<file path="config.mk">
export PLATFORM = sky130hd
export DESIGN_NAME = pump_station_timing_control
export DESIGN_NICKNAME = d
export VERILOG_FILES = /design/src/hdl/pump_station_timing_control.v
export VERILOG_INCLUDE_DIRS = /design/src /design/src/hdl
export SDC_FILE = /design/constraint.sdc
export NUM_CORES = 1
export LEC_CHECK = 0
export BUFFER_PORTS_ARGS = -buffer_cell sky130_fd_sc_hd__buf_2
export CORE_MARGIN = 1
export CORE_UTILIZATION = 46
export CTS_BUF_LIST = sky130_fd_sc_hd__clkbuf_8
export DETAILED_ROUTE_END_ITERATION = 16
export HOLD_SLACK_MARGIN = 0.05
export PLACE_DENSITY = 0.74
export SKIP_CTS_REPAIR_TIMING = 1
export SLEW_MARGIN = 20
export SYNTH_ARGS = -nofsm -noshare
export SYNTH_HDL_FRONTEND = slang
export SYNTH_SLANG_ARGS = --single-unit
</file>
<file path="constraint.sdc">
create_clock -name clk -period 8.53 [get_ports clk]
set_input_delay 0 -clock clk [delete_from_list [all_inputs] [get_ports clk]]
set_output_delay 0 -clock clk [all_outputs]
set_load 0.01 [all_outputs]
</file>
<file path="src/hdl/pump_map.vh">
// register offsets, field positions, reset values and timing for pump timing
`ifndef PUMP_MAP_VH
`define PUMP_MAP_VH
// register byte offsets
`define REG_CTRL      8'h00
`define REG_FLUSH     8'h04
`define REG_CYCLE     8'h08
`define REG_DRYDLY    8'h0C
`define REG_PRESDLY   8'h10
`define REG_VALVE     8'h14
`define REG_AUX       8'h18
`define REG_STATUS    8'h1C
// control bit positions
`define CTRL_RUNMODE  0
`define CTRL_FLTRISE  1
`define CTRL_PHASEEN  2
`define CTRL_UCUREN   3
// field positions
`define FLUSH_MIN_LSB 8
`define VALVE_SEC_LSB 8
// reset values
`define RST_RUNMODE   1'b1
`define RST_FLTRISE   1'b1
`define RST_PHASEEN   1'b1
`define RST_UCUREN    1'b1
`define RST_FLUSHDAYS 8'h15
`define RST_FLUSHMIN  8'h03
`define RST_CYCHOURS  8'h06
`define RST_DRYSEC    8'h0F
`define RST_PRESSEC   8'h05
`define RST_IDLEDAYS  8'h07
`define RST_OPENSEC   8'h03
`define RST_AUXSEC    7'h02
// value ranges
`define FLUSHDAYS_MIN 8'h07
`define FLUSHDAYS_MAX 8'h1F
`define FLUSHMIN_MIN  8'h01
`define FLUSHMIN_MAX  8'h09
`define CYCHOURS_MAX  8'h06
`define DRYSEC_MAX    8'hB4
`define SEC60_MIN     8'h01
`define SEC60_MAX     8'h3C
`define IDLEDAYS_MAX  8'h07
`define AUX_POS_MAX   7'h3C
`define AUX_NEG_MIN   7'h44
// timing
`define CLK_HZ        10000000
`define SEC_PER_MIN   22'h00003C
`define SEC_PER_HOUR  22'h000E10
`define SEC_PER_DAY   22'h015180
`endif

</file>
<file path="src/hdl/pump_station_timing_control.v">
// pump station supervisory timers, signalling outputs and wishbone registers
`timescale 1ns/1ps
`include "pump_map.vh"

module pump_station_timing_control #(
  parameter CYC_PER_SEC = `CLK_HZ           // cycles per time base tick
) (
  input  wire        clk,                   // system clock, 10 MHz
  input  wire        sys_rst,               // synchronous reset, high
  input  wire        ce,                    // clock enable, freezes all registers
  input  wire        wb_cyc_i,              // wishbone cycle
  input  wire        wb_stb_i,              // wishbone strobe
  input  wire        wb_we_i,               // wishbone write
  input  wire [7:0]  wb_adr_i,              // wishbone byte address
  input  wire [3:0]  wb_sel_i,              // wishbone byte selects
  input  wire [31:0] wb_dat_i,              // wishbone write data
  output wire [31:0] wb_dat_o,              // wishbone read data
  output wire        wb_ack_o,              // wishbone acknowledge
  input  wire        unitReady,             // switchgear operational
  input  wire [1:0]  pumpRun,               // pump running feedback
  input  wire        feedReq,               // feed pump start request
  input  wire        dryIn,                 // raw dry-run condition
  input  wire        overPresIn,            // raw overpressure
  input  wire        underPresIn,           // raw underpressure
  input  wire        phaseErrIn,            // raw phase rotation error
  input  wire [1:0]  underCurIn,            // raw undercurrent per pump
  output wire        flushValveOut,         // fresh water flush valve
  output wire        scaleValveOut,         // anti-scaling valve open
  output wire        leadPumpOut,           // current lead pump index
  output wire        feedStartOut,          // feed pump start command
  output wire        auxOut,                // auxiliary pump output
  output wire        dryFaultOut,           // qualified dry-run fault
  output wire        presFaultOut,          // qualified pressure fault
  output wire        phaseFaultOut,         // phase rotation fault
  output wire        curFaultOut,           // undercurrent fault
  output wire        collective_run_out,    // collective run signal
  output wire        collective_fault_out   // collective fault signal
);

  // flush and valve state machines, one-hot
  localparam [1:0] F_WAIT = 2'b01;          // counting the interval
  localparam [1:0] F_OPEN = 2'b10;          // valve open

  // unsigned clamp used by the flush, cycle, delay and valve fields
  function [7:0] clampU;
    input [7:0] val;
    input [7:0] lo;
    input [7:0] hi;
    begin
      if (val < lo) begin
        clampU = lo;
      end else if (val > hi) begin
        clampU = hi;
      end else begin
        clampU = val;
      end
    end
  endfunction

  // qualification counter step: restart on clear, saturate at the limit
  function [7:0] qualNext;
    input [7:0] cnt;
    input       cond;
    input       tick;
    input [7:0] lim;
    begin
      if (!cond) begin
        qualNext = 8'h00;
      end else if (tick && cnt < lim) begin
        qualNext = cnt + 8'h01;
      end else begin
        qualNext = cnt;
      end
    end
  endfunction

  // configuration registers
  reg        runMode_ff;                    // 1 running mode, 0 ready
  reg        faultRise_ff;                  // 1 rising, 0 falling
  reg        phaseEn_ff;                    // phase detection enable
  reg        underCurEn_ff;                 // undercurrent enable
  reg [7:0]  flushDays_ff;                  // flush interval, days
  reg [7:0]  flushMin_ff;                   // flush duration, minutes
  reg [7:0]  cycHours_ff;                   // swap period, 0 is off
  reg [7:0]  drySec_ff;                     // dry-run delay, seconds
  reg [7:0]  presSec_ff;                    // pressure delay, seconds
  reg [7:0]  idleDays_ff;                   // valve idle interval, days
  reg [7:0]  openSec_ff;                    // valve open time, seconds
  reg [6:0]  auxSec_ff;                     // signed aux offset, seconds
  // bus registers
  reg        ack_ff;                        // acknowledge
  reg [31:0] rdat_ff;                       // read data
  // time base and timers
  reg [23:0] preCnt_ff;                     // cycle prescaler
  reg        secTick_ff;                    // one-cycle seconds tick
  reg [1:0]  flushSt_ff;                    // flush state
  reg [21:0] flushCnt_ff;                   // flush seconds counter
  reg [1:0]  valveSt_ff;                    // valve state
  reg [21:0] valveCnt_ff;                   // valve seconds counter
  reg [14:0] cycCnt_ff;                     // swap seconds counter
  reg        lead_ff;                       // lead pump
  reg [7:0]  dryCnt_ff;                     // dry-run qualifier
  reg [7:0]  presCnt_ff;                    // pressure qualifier
  reg [7:0]  auxCnt_ff;                     // seconds since feed request
  reg        dryFault_ff;                   // registered dry fault
  reg        presFault_ff;                  // registered pressure fault
  reg        runOut_ff;                     // registered run output
  reg        faultOut_ff;                   // registered fault output
  reg        feedStart_ff;                  // registered feed start
  reg        aux_ff;                        // registered aux output

  wire       wbReq    = wb_cyc_i & wb_stb_i & ~ack_ff; // new bus access
  wire       wrEn     = wbReq & wb_we_i & wb_sel_i[0];
  wire [7:0] wrByte   = wb_dat_i[7:0];      // fields take the low byte
  wire [7:0] wrByte1  = wb_dat_i[15:8];     // second field byte
  wire       anyRun   = |pumpRun;
  wire       auxNeg   = auxSec_ff[6];
  wire [7:0] auxMag   = auxNeg ? {1'b0, -auxSec_ff} : {1'b0, auxSec_ff};
  wire [21:0] flushLim = flushDays_ff[4:0] * `SEC_PER_DAY;
  wire [21:0] flushDur = flushMin_ff[3:0] * `SEC_PER_MIN;
  wire [21:0] idleLim  = idleDays_ff[2:0] * `SEC_PER_DAY;
  wire [21:0] cycProd  = cycHours_ff[2:0] * `SEC_PER_HOUR; // 21600 max
  wire [14:0] cycLim   = cycProd[14:0];     // six hours fits 15 bits
  wire       phaseFlt = phaseEn_ff & phaseErrIn;
  wire       curFlt   = underCurEn_ff & (|(underCurIn & pumpRun));
  wire       presIn   = overPresIn | underPresIn;
  wire       anyFault = dryFault_ff | presFault_ff | phaseFlt | curFlt;
  wire [7:0] dryNxt   = qualNext(dryCnt_ff, dryIn, secTick_ff, drySec_ff);
  wire [7:0] presNxt  = qualNext(presCnt_ff, presIn, secTick_ff,
                                 presSec_ff);
  wire [7:0] auxNxt   = qualNext(auxCnt_ff, feedReq, secTick_ff, auxMag);

  // bus slave: one-cycle ack, unmapped reads zero, writes clamp to range
  always @(posedge clk) begin
    if (sys_rst) begin
      ack_ff        <= 1'b0;
      rdat_ff       <= 32'h00000000;
      runMode_ff    <= `RST_RUNMODE;
      faultRise_ff  <= `RST_FLTRISE;
      phaseEn_ff    <= `RST_PHASEEN;
      underCurEn_ff <= `RST_UCUREN;
      flushDays_ff  <= `RST_FLUSHDAYS;
      flushMin_ff   <= `RST_FLUSHMIN;
      cycHours_ff   <= `RST_CYCHOURS;
      drySec_ff     <= `RST_DRYSEC;
      presSec_ff    <= `RST_PRESSEC;
      idleDays_ff   <= `RST_IDLEDAYS;
      openSec_ff    <= `RST_OPENSEC;
      auxSec_ff     <= `RST_AUXSEC;
    end else if (ce) begin
      ack_ff  <= wbReq;
      rdat_ff <= 32'h00000000;
      if (wrEn && wb_adr_i == `REG_CTRL) begin
        runMode_ff    <= wrByte[`CTRL_RUNMODE];
        faultRise_ff  <= wrByte[`CTRL_FLTRISE];
        phaseEn_ff    <= wrByte[`CTRL_PHASEEN];
        underCurEn_ff <= wrByte[`CTRL_UCUREN];
      end else if (wrEn && wb_adr_i == `REG_FLUSH) begin
        flushDays_ff <= clampU(wrByte, `FLUSHDAYS_MIN,
                               `FLUSHDAYS_MAX);
        if (wb_sel_i[1]) begin
          flushMin_ff <= clampU(wrByte1, `FLUSHMIN_MIN,
                                `FLUSHMIN_MAX);
        end
      end else if (wrEn && wb_adr_i == `REG_CYCLE) begin
        cycHours_ff <= clampU(wrByte, 8'h00, `CYCHOURS_MAX);
      end else if (wrEn && wb_adr_i == `REG_DRYDLY) begin
        drySec_ff <= clampU(wrByte, 8'h00, `DRYSEC_MAX);
      end else if (wrEn && wb_adr_i == `REG_PRESDLY) begin
        presSec_ff <= clampU(wrByte, `SEC60_MIN, `SEC60_MAX);
      end else if (wrEn && wb_adr_i == `REG_VALVE) begin
        idleDays_ff <= clampU(wrByte, 8'h00, `IDLEDAYS_MAX);
        if (wb_sel_i[1]) begin
          openSec_ff <= clampU(wrByte1, `SEC60_MIN, `SEC60_MAX);
        end
      end else if (wrEn && wb_adr_i == `REG_AUX) begin
        // signed range -60..+60, out-of-range values pinned to the bound
        if (wrByte[6] && wrByte[6:0] < `AUX_NEG_MIN) begin
          auxSec_ff <= `AUX_NEG_MIN;
        end else if (!wrByte[6] && wrByte[6:0] > `AUX_POS_MAX) begin
          auxSec_ff <= `AUX_POS_MAX;
        end else begin
          auxSec_ff <= wrByte[6:0];
        end
      end
      if (wbReq && !wb_we_i) begin
        if (wb_adr_i == `REG_CTRL) begin
          rdat_ff <= {28'h0000000, underCurEn_ff, phaseEn_ff,
                      faultRise_ff, runMode_ff};
        end else if (wb_adr_i == `REG_FLUSH) begin
          rdat_ff <= {16'h0000, flushMin_ff, flushDays_ff};
        end else if (wb_adr_i == `REG_CYCLE) begin
          rdat_ff <= {24'h000000, cycHours_ff};
        end else if (wb_adr_i == `REG_DRYDLY) begin
          rdat_ff <= {24'h000000, drySec_ff};
        end else if (wb_adr_i == `REG_PRESDLY) begin
          rdat_ff <= {24'h000000, presSec_ff};
        end else if (wb_adr_i == `REG_VALVE) begin
          rdat_ff <= {16'h0000, openSec_ff, idleDays_ff};
        end else if (wb_adr_i == `REG_AUX) begin
          rdat_ff <= {25'h000000, auxSec_ff};
        end else if (wb_adr_i == `REG_STATUS) begin
          rdat_ff <= {21'h00000, faultOut_ff, runOut_ff, aux_ff,
                      feedStart_ff, curFlt, phaseFlt, presFault_ff,
                      dryFault_ff, lead_ff, valveSt_ff[1],
                      flushSt_ff[1]};
        end
      end
    end
  end

  // seconds time base; all timers step on this tick only
  always @(posedge clk) begin
    if (sys_rst) begin
      preCnt_ff  <= 24'h000000;
      secTick_ff <= 1'b0;
    end else if (ce) begin
      if (preCnt_ff == CYC_PER_SEC[23:0] - 24'h000001) begin
        preCnt_ff  <= 24'h000000;
        secTick_ff <= 1'b1;
      end else begin
        preCnt_ff  <= preCnt_ff + 24'h000001;
        secTick_ff <= 1'b0;
      end
    end
  end

  // flush scheduler: wait the interval, then open for the duration
  always @(posedge clk) begin
    if (sys_rst) begin
      flushSt_ff  <= F_WAIT;
      flushCnt_ff <= 22'h000000;
    end else if (ce && secTick_ff) begin
      case (flushSt_ff)
        F_WAIT: begin
          if (flushCnt_ff + 22'h000001 >= flushLim) begin
            flushSt_ff  <= F_OPEN;
            flushCnt_ff <= 22'h000000;
          end else begin
            flushCnt_ff <= flushCnt_ff + 22'h000001;
          end
        end
        F_OPEN: begin
          if (flushCnt_ff + 22'h000001 >= flushDur) begin
            flushSt_ff  <= F_WAIT;
            flushCnt_ff <= 22'h000000;
          end else begin
            flushCnt_ff <= flushCnt_ff + 22'h000001;
          end
        end
        default: begin
          flushSt_ff  <= F_WAIT;
          flushCnt_ff <= 22'h000000;
        end
      endcase
    end
  end

  // anti-scaling valve: idle interval, then open; zero days disables it
  always @(posedge clk) begin
    if (sys_rst) begin
      valveSt_ff  <= F_WAIT;
      valveCnt_ff <= 22'h000000;
    end else if (ce && secTick_ff) begin
      case (valveSt_ff)
        F_WAIT: begin
          if (idleDays_ff == 8'h00) begin
            valveCnt_ff <= 22'h000000;
          end else if (valveCnt_ff + 22'h000001 >= idleLim) begin
            valveSt_ff  <= F_OPEN;
            valveCnt_ff <= 22'h000000;
          end else begin
            valveCnt_ff <= valveCnt_ff + 22'h000001;
          end
        end
        F_OPEN: begin
          if (valveCnt_ff[7:0] + 8'h01 >= openSec_ff) begin
            valveSt_ff  <= F_WAIT;
            valveCnt_ff <= 22'h000000;
          end else begin
            valveCnt_ff <= valveCnt_ff + 22'h000001;
          end
        end
        default: begin
          valveSt_ff  <= F_WAIT;
          valveCnt_ff <= 22'h000000;
        end
      endcase
    end
  end

  // lead pump rotation, counts only while a pump runs
  always @(posedge clk) begin
    if (sys_rst) begin
      cycCnt_ff <= 15'h0000;
      lead_ff   <= 1'b0;
    end else if (ce) begin
      if (cycHours_ff == 8'h00) begin
        cycCnt_ff <= 15'h0000;
      end else if (secTick_ff && anyRun) begin
        if (cycCnt_ff + 15'h0001 >= cycLim) begin
          cycCnt_ff <= 15'h0000;
          lead_ff   <= ~lead_ff;
        end else begin
          cycCnt_ff <= cycCnt_ff + 15'h0001;
        end
      end
    end
  end

  // fault qualifiers, aux offset and registered signalling outputs
  always @(posedge clk) begin
    if (sys_rst) begin
      dryCnt_ff    <= 8'h00;
      presCnt_ff   <= 8'h00;
      auxCnt_ff    <= 8'h00;
      dryFault_ff  <= 1'b0;
      presFault_ff <= 1'b0;
      runOut_ff    <= 1'b0;
      faultOut_ff  <= 1'b0;
      feedStart_ff <= 1'b0;
      aux_ff       <= 1'b0;
    end else if (ce) begin
      dryCnt_ff    <= dryNxt;
      presCnt_ff   <= presNxt;
      auxCnt_ff    <= auxNxt;
      // raised only once the condition held across as many seconds ticks as the delay
      dryFault_ff  <= dryIn && dryNxt >= drySec_ff;
      presFault_ff <= presIn && presNxt >= presSec_ff;
      runOut_ff    <= runMode_ff ? anyRun : unitReady;
      faultOut_ff  <= faultRise_ff ? anyFault : ~anyFault;
      if (auxNeg) begin
        aux_ff       <= feedReq;
        feedStart_ff <= feedReq && auxNxt >= auxMag;
      end else begin
        aux_ff       <= feedReq && auxNxt >= auxMag;
        feedStart_ff <= feedReq;
      end
    end
  end

  assign wb_dat_o             = rdat_ff;
  assign wb_ack_o             = ack_ff;
  assign flushValveOut        = flushSt_ff[1];
  assign scaleValveOut        = valveSt_ff[1];
  assign leadPumpOut          = lead_ff;
  assign feedStartOut         = feedStart_ff;
  assign auxOut               = aux_ff;
  assign dryFaultOut          = dryFault_ff;
  assign presFaultOut         = presFault_ff;
  assign phaseFaultOut        = phaseFlt;
  assign curFaultOut          = curFlt;
  assign collective_run_out   = runOut_ff;
  assign collective_fault_out = faultOut_ff;

endmodule // pump_station_timing_control

</file>
==> Word level (Yosys, flattened, before mapping) <==
Cells that the tools add are included.
{ "totals": {"register_bits": 219, "word_cells": 200} }
{ "classes": {"addsub": 9, "multipliers": 4, "n_lt_le_gt_ge": 24, "eq_ne": 17, "mux": 55, "bitwise": 21, "reduce_logical": 39} }
{ "ops": {"columns": ["cell", "n"], "rows": [
  ["8-bit two-way mux", 20],
  ["16-bit two-way mux", 7],
  ["22-bit two-way mux", 5],
  ["22-bit one-hot mux with 2 select lines", 2],
  ["15-bit two-way mux", 3],
  ["22-bit by 1-bit adder with 22-bit output (second input constant)", 2],
  ["8-bit by 1-bit adder with 8-bit output (second input constant)", 4],
  ["8-bit by 5-bit == test with 1-bit output (second input constant)", 4],
  ["24-bit by 1-bit adder with 24-bit output (second input constant)", 1],
  ["24-bit == test (second input constant)", 1],
  ["8-bit greater-or-equal comparator", 3],
  ["8-bit logical NOT", 3],
  ["8-bit by 1-bit < comparator with 1-bit output (second input constant)", 3],
  ["24-bit two-way mux", 1],
  ["22-bit by 10-bit greater-or-equal comparator with 1-bit output", 1],
  ["22-bit by 20-bit greater-or-equal comparator with 1-bit output", 1],
  ["22-bit greater-or-equal comparator", 1],
  ["11-bit two-way mux", 2],
  ["7-bit two-way mux", 3],
  ["1-bit logical AND", 18],
  ["8-bit by 4-bit == test with 1-bit output (second input constant)", 2],
  ["8-bit by 3-bit greater-than comparator with 1-bit output (second input constant)", 2],
  ["8-bit by 6-bit greater-than comparator with 1-bit output (second input constant)", 2],
  ["8-bit < comparator", 2],
  ["36 further kinds", 76]
]} }

==> Logic depth before layout (Yosys ltp) <==
Gate-level depths: netlist (run 1).
{ "depth": {"depth_word": 12, "depth_mapped": 26, "depth_no_buf": 25} }

==> Least setup slack after synthesis (run 1) <==
No wires, ideal clock.
{ "synth_path": {"path_type": "reg2reg", "start": "register flushDays_ff[3]", "end": "register flushCnt_ff[11]", "setup_ps": 57, "arrival_ps": 4607, "t_required_ps": 8473, "setup_slack_ps": 3865, "stages_incl_launch_ff": 27, "n_path_buf": 1, "synth_period_minus_slack_ps": 4665, "path_cell_list": "dfxtp_1 > inv_1 > ha_1 > inv_1 > ha_1 > inv_1 > fa_1 > inv_1 > ha_1 > inv_1 > o31ai_1 > a21oi_1 > inv_1 > a21oi_1 > nor3_1 > o311ai_0 > xor2_1 > ha_1 > nand2_1 > nand3b_1 > a2111oi_0 > o21ai_0 > o32ai_1 > a22oi_4 > buf_6 > nor4_2 > a21o_1"} }
{ "synth_between": {"elab_chain_cells": 4} }
{ "synth_rtl": {"columns": ["item", "line_no", "rtl"], "rows": [
  ["start: declaration", "pump_station_timing_control.v:82", "reg [7:0] flushDays_ff;"],
  ["start signal: assignment", "pump_station_timing_control.v:142", "flushDays_ff <= `RST_FLUSHDAYS;"],
  ["start signal: assignment", "pump_station_timing_control.v:159", "flushDays_ff <= clampU(wrByte, `FLUSHDAYS_MIN,"],
  ["5-bit by 10-bit multiplier with 15-bit output (no line)", null, null],
  ["22-bit greater-or-equal comparator", "pump_station_timing_control.v:236", "if (flushCnt_ff + 22'h000001 >= flushLim) begin"],
  ["22-bit two-way mux", "pump_station_timing_control.v:236", null],
  ["22-bit one-hot mux with 2 select lines", "pump_station_timing_control.v:234", "case (flushSt_ff)"],
  ["end signal: assignment", "pump_station_timing_control.v:240", "flushCnt_ff <= flushCnt_ff + 22'h000001;"],
  ["end signal: assignment", "pump_station_timing_control.v:248", "flushCnt_ff <= flushCnt_ff + 22'h000001;"],
  ["end: declaration", "pump_station_timing_control.v:97", "reg [21:0] flushCnt_ff;"]
]} }
No other way between the ends.
A chain may end at the register's enable or synchronous reset.

==> Final worst setup path (run 1) <==
Ends and elaborated chain as after synthesis.

==> results of run 1 <==
-- how the worst max path moves through the flow --
stage                                from  cells after the start  slack [ns]               to
after floorplan           flushDays_ff[3]                     26        3.87  flushCnt_ff[11]
after global placement    flushDays_ff[3]                     25        3.42  flushCnt_ff[11]
after detailed placement  flushDays_ff[3]                     25        3.12  flushCnt_ff[11]
after CTS                 flushDays_ff[3]                     25        3.11  flushCnt_ff[11]
after global routing      flushDays_ff[3]                     25        2.59  flushCnt_ff[11]
final                     flushDays_ff[3]                     25        3.09  flushCnt_ff[11]
-- registers in the layout (all words and copies together), names as in the netlist, 15 cells and up --
name,cells
wb_dat_o,16
flushCnt_ff,22
preCnt_ff,24
valveCnt_ff,22
cycCnt_ff,15
-- per-stage QoR --
stage | area, um2 | hold WS (ns) | worst slack [ns] | util | instances
global placement | 14800 | 0.287 | 3.42 | 0.491 | 2116
global route | 16000 | 0.0669 | 2.59 | 0.531 | 2221
finish | 16000 | 0.0574 | 3.09 | 0.531 | 2221
floorplan | 14200 | 0.124 | 3.87 | - | 1733
CTS | 15600 | -0.299 | 3.11 | 0.520 | 2186
detailed placement | 14800 | 0.287 | 3.12 | 0.491 | 2116
-- cells in the final DEF (no fill, tap or decap), types with 7 or more instances in the layout --
cell type	instances
xor2_1	58
mux2i_1	18
a21oi_1	75
xnor2_1	53
nand3b_1	8
a22o_1	7
clkbuf_8	47
fa_1	11
a211oi_1	14
nor2b_1	14
o22ai_1	8
nor4_1	20
and2_1	20
nand3_1	56
and3_1	48
o21bai_1	7
a22oi_1	31
a31oi_1	18
buf_4	8
nand4_1	37
o21ai_0	53
conb_1	16
inv_1	109
a21o_1	40
or3_1	25
o31ai_1	9
a21boi_0	7
buf_2	68
mux4_2	7
nor3b_1	8
o211ai_1	21
nor3_1	38
dlygate4sd3_1	35
nand2_1	178
dfxtp_1	203
o21a_1	8
nand2b_1	33
nor2_1	149
ha_1	158
-- cell families after synthesis --
group                      Yosys count
AOI/OAI and AO/OA                  355
xor gates and xnor gates           111
adders and majority gates          169
buffers and inverters              182
DFF                                203
muxes                               25
other                                1
and+or+nand+nor                    672
-- worst register-to-register path: stages, from the launching register on --
cell       delay, ns
dfxtp_1         0.52
inv_1           0.09
ha_1            0.31
inv_1           0.06
ha_1            0.14
inv_1           0.05
fa_1            0.36
inv_1           0.07
ha_1            0.24
inv_1           0.08
o31ai_1         0.08
a21oi_1         0.22
inv_1           0.06
a21oi_1         0.19
nor3_1          0.09
o311ai_0        0.41
xor2_1          0.21
ha_1            0.27
nand2_1         0.08
nand3b_1        0.10
a2111oi_0       0.34
o21ai_0         0.14
o32ai_1         0.61
a22oi_4         0.32
o21bai_1        0.24
a21o_1          0.14
-- metal layers --
layer,up-vias,global-route usage,part of all wire
met5,-,0,0.00035
met4,2,0.124,0.048
met3,116,0.0321,0.055
met2,412,0.384,0.45
met1,6010,0.294,0.44
li1,6303,-,-
-- cell type report --
class	count	area, um2	share of cell area
Sequential cell	203	4060	0.255
Tap cell	390	488	0.0306
Timing Repair Buffer	111	751	0.0470
Clock buffer	47	647	0.0405
Multi-Input combinational cell	1348	9430	0.591
Clock inverter	23	208	0.0130
Inverter	99	372	0.0233
-- where the power goes --
| part | internal, W | switching, W |
|---|---|---|
| Combinational | 0.0000310 | 0.0000665 |
| Sequential | 0.000951 | 0.00000254 |
| Clock | 0.000622 | 0.000437 |
| Total | 0.00160 | 0.000506 |
==> summary.md, run 1 <==
| Metric | Value |
|---|---|
| Area Overhead vs Synth | 12.4% |
| I/O Pins | 104 |
| Area of the mapped netlist | 14,200 um2 |
| Worst hold stages | 5 |
| Initial core utilization | 0.473 |
| Mux contribution to synthesized area | 0.0238 |
| DRT Pass-1 Iters | 6 |
| Largest area contributor in the netlist | dfxtp_1 |
| Core area | 30,000 um2 |
| Tot Pwr | 0.00211 W |
| Startpoint Class | flop |
| Register area share after synthesis | 0.286 |
| Gpl congestion | 0.903 |
| Clock Skews | 0.0205 ns |
| Synthesized area per cell | 8.26 um2 |
| Fraction of layout cells with a size suffix above 1 | 0.0950 |
| RSZ-0062 raised after global routing | no |
| Hold EP | presCnt_ff[1] |
| Slew @ Worst Pin | 0.996 ns |
| Register clock-pin slew on the reported worst setup and hold paths | 0.06 ns |
| Post-synth top cells | 203 x dfxtp_1, 178 x nand2_1, 158 x ha_1 |
| Fin crit share | 0.638 |
| Clock buffer count from CTS | 39 |
| Pleak | 7.21 nW |
| Post-DP HPWL | 27,000 um |
| Reg-to-reg endpoint | flushCnt_ff[11] |
| Final setup violation count | 0 |
| Setup_tns | 0 ns |
| Hold Path Class | in -> reg |
| Final Max Slew Viols | 0 |
| GRT Total Usage | 0.233 |
| WP data arrival | 5.94 ns |
| ANT cells | 0 |
| GR Overflow Total | 0 |
| Vias in the first global route | 12.1k |
| Worst Path Max Fanout | 18 |
| R2R setup slack | 3.09 ns |
| Xor/xnor share of the synthesized area | 0.0685 |
| Compound-cell area share of the yosys netlist | 0.173 |
| Critical path type | reg -> reg |
| Most common cell on crit path | inv_1 |
| Nets | 2,031 |
| Routed WL | 36,900 um |
| ANT nets after route | 0 |
| Total number of vias | 12.8k |
| CP Buf/Inv Count | 6 |
| CTS tree | yes |
| Largest net degree at the start of global routing | 63 |
| # DRC | 0 |
| Main combinational cell family by area after synthesis | simple AND/OR/NAND/NOR gates |
| Full die area | 31,600 um2 |
| Max-Cap Viols | 0 |
| Initial antenna violation count | 1 |
| Hold_sp | underPresIn |
| Most common cell in the netlist | dfxtp_1 |
| Post-Synth Simple-Gate Area | 0.240 |
| Fill count | 2,743 |
| RR Startpoint | flushDays_ff[3] |
| Ys async rst share | 0 |
| Chip Width | 178 um |
| VDD IR-drop max | 0.136 mV |
| Final hold violation count | 0 |
| CP Capture Type | flop |
| Root Driver | clkbuf_8 |
| Routed WL per cell | 16.6 um |
| EDFF count, synth | 0 |
| Commonest register cell after synthesis | dfxtp_1 |
| Clock tree buffer depth | 3 |
| Initial drt markers | 910 |
| Worst EP required | 9.03 ns |
| #FFs+latches synth | 203 |
| Cells after Synth | 1,718 |
| Slew HR | 0.333 |
| CP top delay family | compound AO/OA/AOI/OAI gates |
| Warnings, synthesis | 0 |
| Slowest Stage Delay on Critical Path | 0.61 ns |
| Clk_lat worst skew | 0.56 ns |
| Synth top area cells | dfxtp_1 29%, ha_1 14%, nand2_1 4.7% |
| H-tree level count | 2 |
| R2R depth | 25 |
| CTS Sinks | 203 |
| PwrDens | 132 nW/um2 |
| Rows | 63 |
| Vias per cell | 5.78 |
| Share of the synthesized area in the top cell type | 0.286 |
| CP max stage cell | o32ai_1 |
| Library cells used by synthesis | 85 |
| Maximum clock rate | 0.184 GHz |
| First-pass GRT wire length | 59,700 um |
| Number of buffers added on ports | 69 |
| Adder-cell share of the synthesized area | 0.155 |
| DIE HEIGHT | 178 um |
| Min Clock Period, post-route | 5.44 ns |
| Status | completed |
No activity file was read; power rests on OpenSTA's default activity.
==> run 2: changes to the inputs <==
==> constraint.sdc (replaced) <==
create_clock -name clk -period 5.2 [get_ports clk]
set_input_delay 0 -clock clk [delete_from_list [all_inputs] [get_ports clk]]
set_output_delay 0 -clock clk [all_outputs]
set_load 0.01 [all_outputs]
==> summary.md, run 2 (synthesized netlist as in run 1, its figures left out) <==
| Metric | Value |
|---|---|
| Startpoint Class | flop |
| H-tree level count | 2 |
| Root Driver | clkbuf_8 |
| CP Capture Type | flop |
| Total number of vias | 12.9k |
| Worst hold stages | 5 |
| Pleak | 7.22 nW |
| Vias in the first global route | 12.1k |
| Vias per cell | 5.80 |
| Hold Path Class | in -> reg |
| Final setup margin | 0.453 ns |
| Fin crit share | 0.913 |
| Nets | 2,037 |
| Clock tree buffer depth | 3 |
| Initial drt markers | 842 |
| Rows | 63 |
| WP data arrival | 5.24 ns |
| Max FFs per register | 24 |
| Hold_ws | 0.0809 ns |
| Routed WL | 37,800 um |
| Placed cell areas | 14,800 um2 |
| Hold_sp | underPresIn |
| Post-DP HPWL | 27,500 um |
| Number of buffers added on ports | 69 |
| RSZ-0062 raised after global routing | no |
| Initial core utilization | 0.473 |
| Slew HR | 0.318 |
| Area Overhead vs Synth | 12.9% |
| Worst Path Max Fanout | 18 |
| Worst EP required | 5.69 ns |
| Setup_tns | 0 ns |
| Final Max Slew Viols | 0 |
| Psw | 0.000828 W |
| Sw frac | 0.240 |
| Min Clock Period, post-route | 4.75 ns |
| RR Startpoint | flushDays_ff[4] |
| DRT Pass-1 Iters | 5 |
| # DRC | 0 |
| Most frequent cells in the layout | 203 x dfxtp_1, 178 x nand2_1, 158 x ha_1, 149 x nor2_1, 106 x inv_1 |
| Routed WL per cell | 17.0 um |
| Internal | 0.00262 W |
| Core area | 30,000 um2 |
| First-pass GRT wire length | 60,100 um |
| Critical path type | reg -> reg |
| Slew @ Worst Pin | 1.02 ns |
| Most common cell after layout, fill and taps aside | dfxtp_1 |
| DIE HEIGHT | 178 um |
| Largest net degree at the start of global routing | 41 |
| Tot Pwr | 0.00345 W |
| VDD IR-drop max | 0.173 mV |
| I/O Pins | 104 |
| Final hold violation count | 0 |
| Power share of the clock group | 0.499 |
| Full die area | 31,600 um2 |
| Status | completed |
| Top Registers | preCnt_ff: 24 flops, flushCnt_ff: 22 flops, valveCnt_ff: 22 flops |
| Final setup violation count | 0 |
| GR Overflow Total | 0 |
| Top reg by flops | preCnt_ff |
| PwrDens | 215 nW/um2 |
| Combinational Power Share | 0.048 |
| CTS tree | yes |
| Clock buffer count from CTS | 37 |
| ANT nets after route | 0 |
| Fraction of layout cells with a size suffix above 1 | 0.0980 |
| Clk_lat worst skew | 0.55 ns |
| Crit path launch | flushDays_ff[4] |
| Chip Width | 178 um |
| Register clock-pin slew on the reported worst setup and hold paths | 0.06 ns |
| Gpl congestion | 0.905 |
| Maximum clock rate | 0.211 GHz |
| R2R depth | 24 |
| GRT Total Usage | 0.235 |
| CTS Sinks | 203 |
| Clock Skews | 0.0224 ns |
| Initial antenna violation count | 1 |
| Seq pwr share | 0.453 |
| Setup WS pre-CTS | 0.168 ns |
| Max-Cap Viols | 0 |
| Cell area after layout | 16,000 um2 |
run 2: cell count changes in the layout (fill, tap and decap cells not counted), moves of 3 or more:
| cell | delta |
|---|---|
| dlygate4sd3_1 | +3 |
| clkbuf_8 | +3 |
| buf_4 | +5 |
| inv_1 | -3 |
| clkinv_2 | -3 |
run 2: routing by layer:
metal	part of all wire	wire (um)	GRT usage	vias to the layer above
li1	-	-	-	6308
met1	0.44	16600	0.297	6135
met2	0.47	17900	0.396	394
met3	0.056	2120	0.0379	74
met4	0.033	1240	0.0965	0
met5	0	0	0	-
run 2: final timing paths:
kind	slack, ns	end
min	0.08	presCnt_ff[1]
max	0.45	flushCnt_ff[11]
min reg2reg	0.47	wb_dat_o[4]
max reg2reg	0.45	flushCnt_ff[11]
run 2: cell type report:
| cell class | count | area, um2 |
|---|---|---|
| Fill cell | 2756 | 14000 |
| Multi-Input combinational cell | 1348 | 9440 |
| Sequential cell | 203 | 4060 |
| Timing Repair Buffer | 119 | 818 |
| Clock buffer | 50 | 688 |
| Tap cell | 390 | 488 |
| Inverter | 99 | 372 |
| Clock inverter | 17 | 159 |
| Antenna cell | 1 | 2.50 |
run 2: power by group through the flow:
stage / registers (W) / clock network (W) / logic, W
after CTS: 0.00156 / 0.00175 / 0.000144
after detailed placement: 0.00160 / 0 / 0.000143
after global placement: 0.00160 / 0 / 0.000141
after global routing: 0.00156 / 0.00183 / 0.000176
after floorplan: 0.00160 / 0 / 0.0000903
final: 0.00156 / 0.00172 / 0.000165
run 2: worst max-delay path: stages (launching register included):
cell	delay [ns]
dfxtp_1	0.45
ha_1	0.28
inv_1	0.06
ha_1	0.14
inv_1	0.04
fa_1	0.35
inv_1	0.06
ha_1	0.24
inv_1	0.09
o31ai_1	0.08
a21oi_1	0.21
inv_1	0.06
a21oi_1	0.18
nor3_1	0.09
o311ai_1	0.27
xor2_1	0.18
ha_1	0.26
nand2_1	0.07
nand3b_1	0.10
a2111oi_0	0.38
o21ai_0	0.17
o32ai_2	0.38
a22oi_4	0.24
nor4_2	0.20
a21o_1	0.11
run 2: per-stage QoR:
step | std cells | util
3_3_place_gp | 2121 | 0.492
2_1_floorplan | 1733 | -
3_5_place_dp | 2121 | 0.492
4_1_cts | 2188 | 0.521
6_report | 2227 | 0.534
5_1_grt | 2226 | 0.534
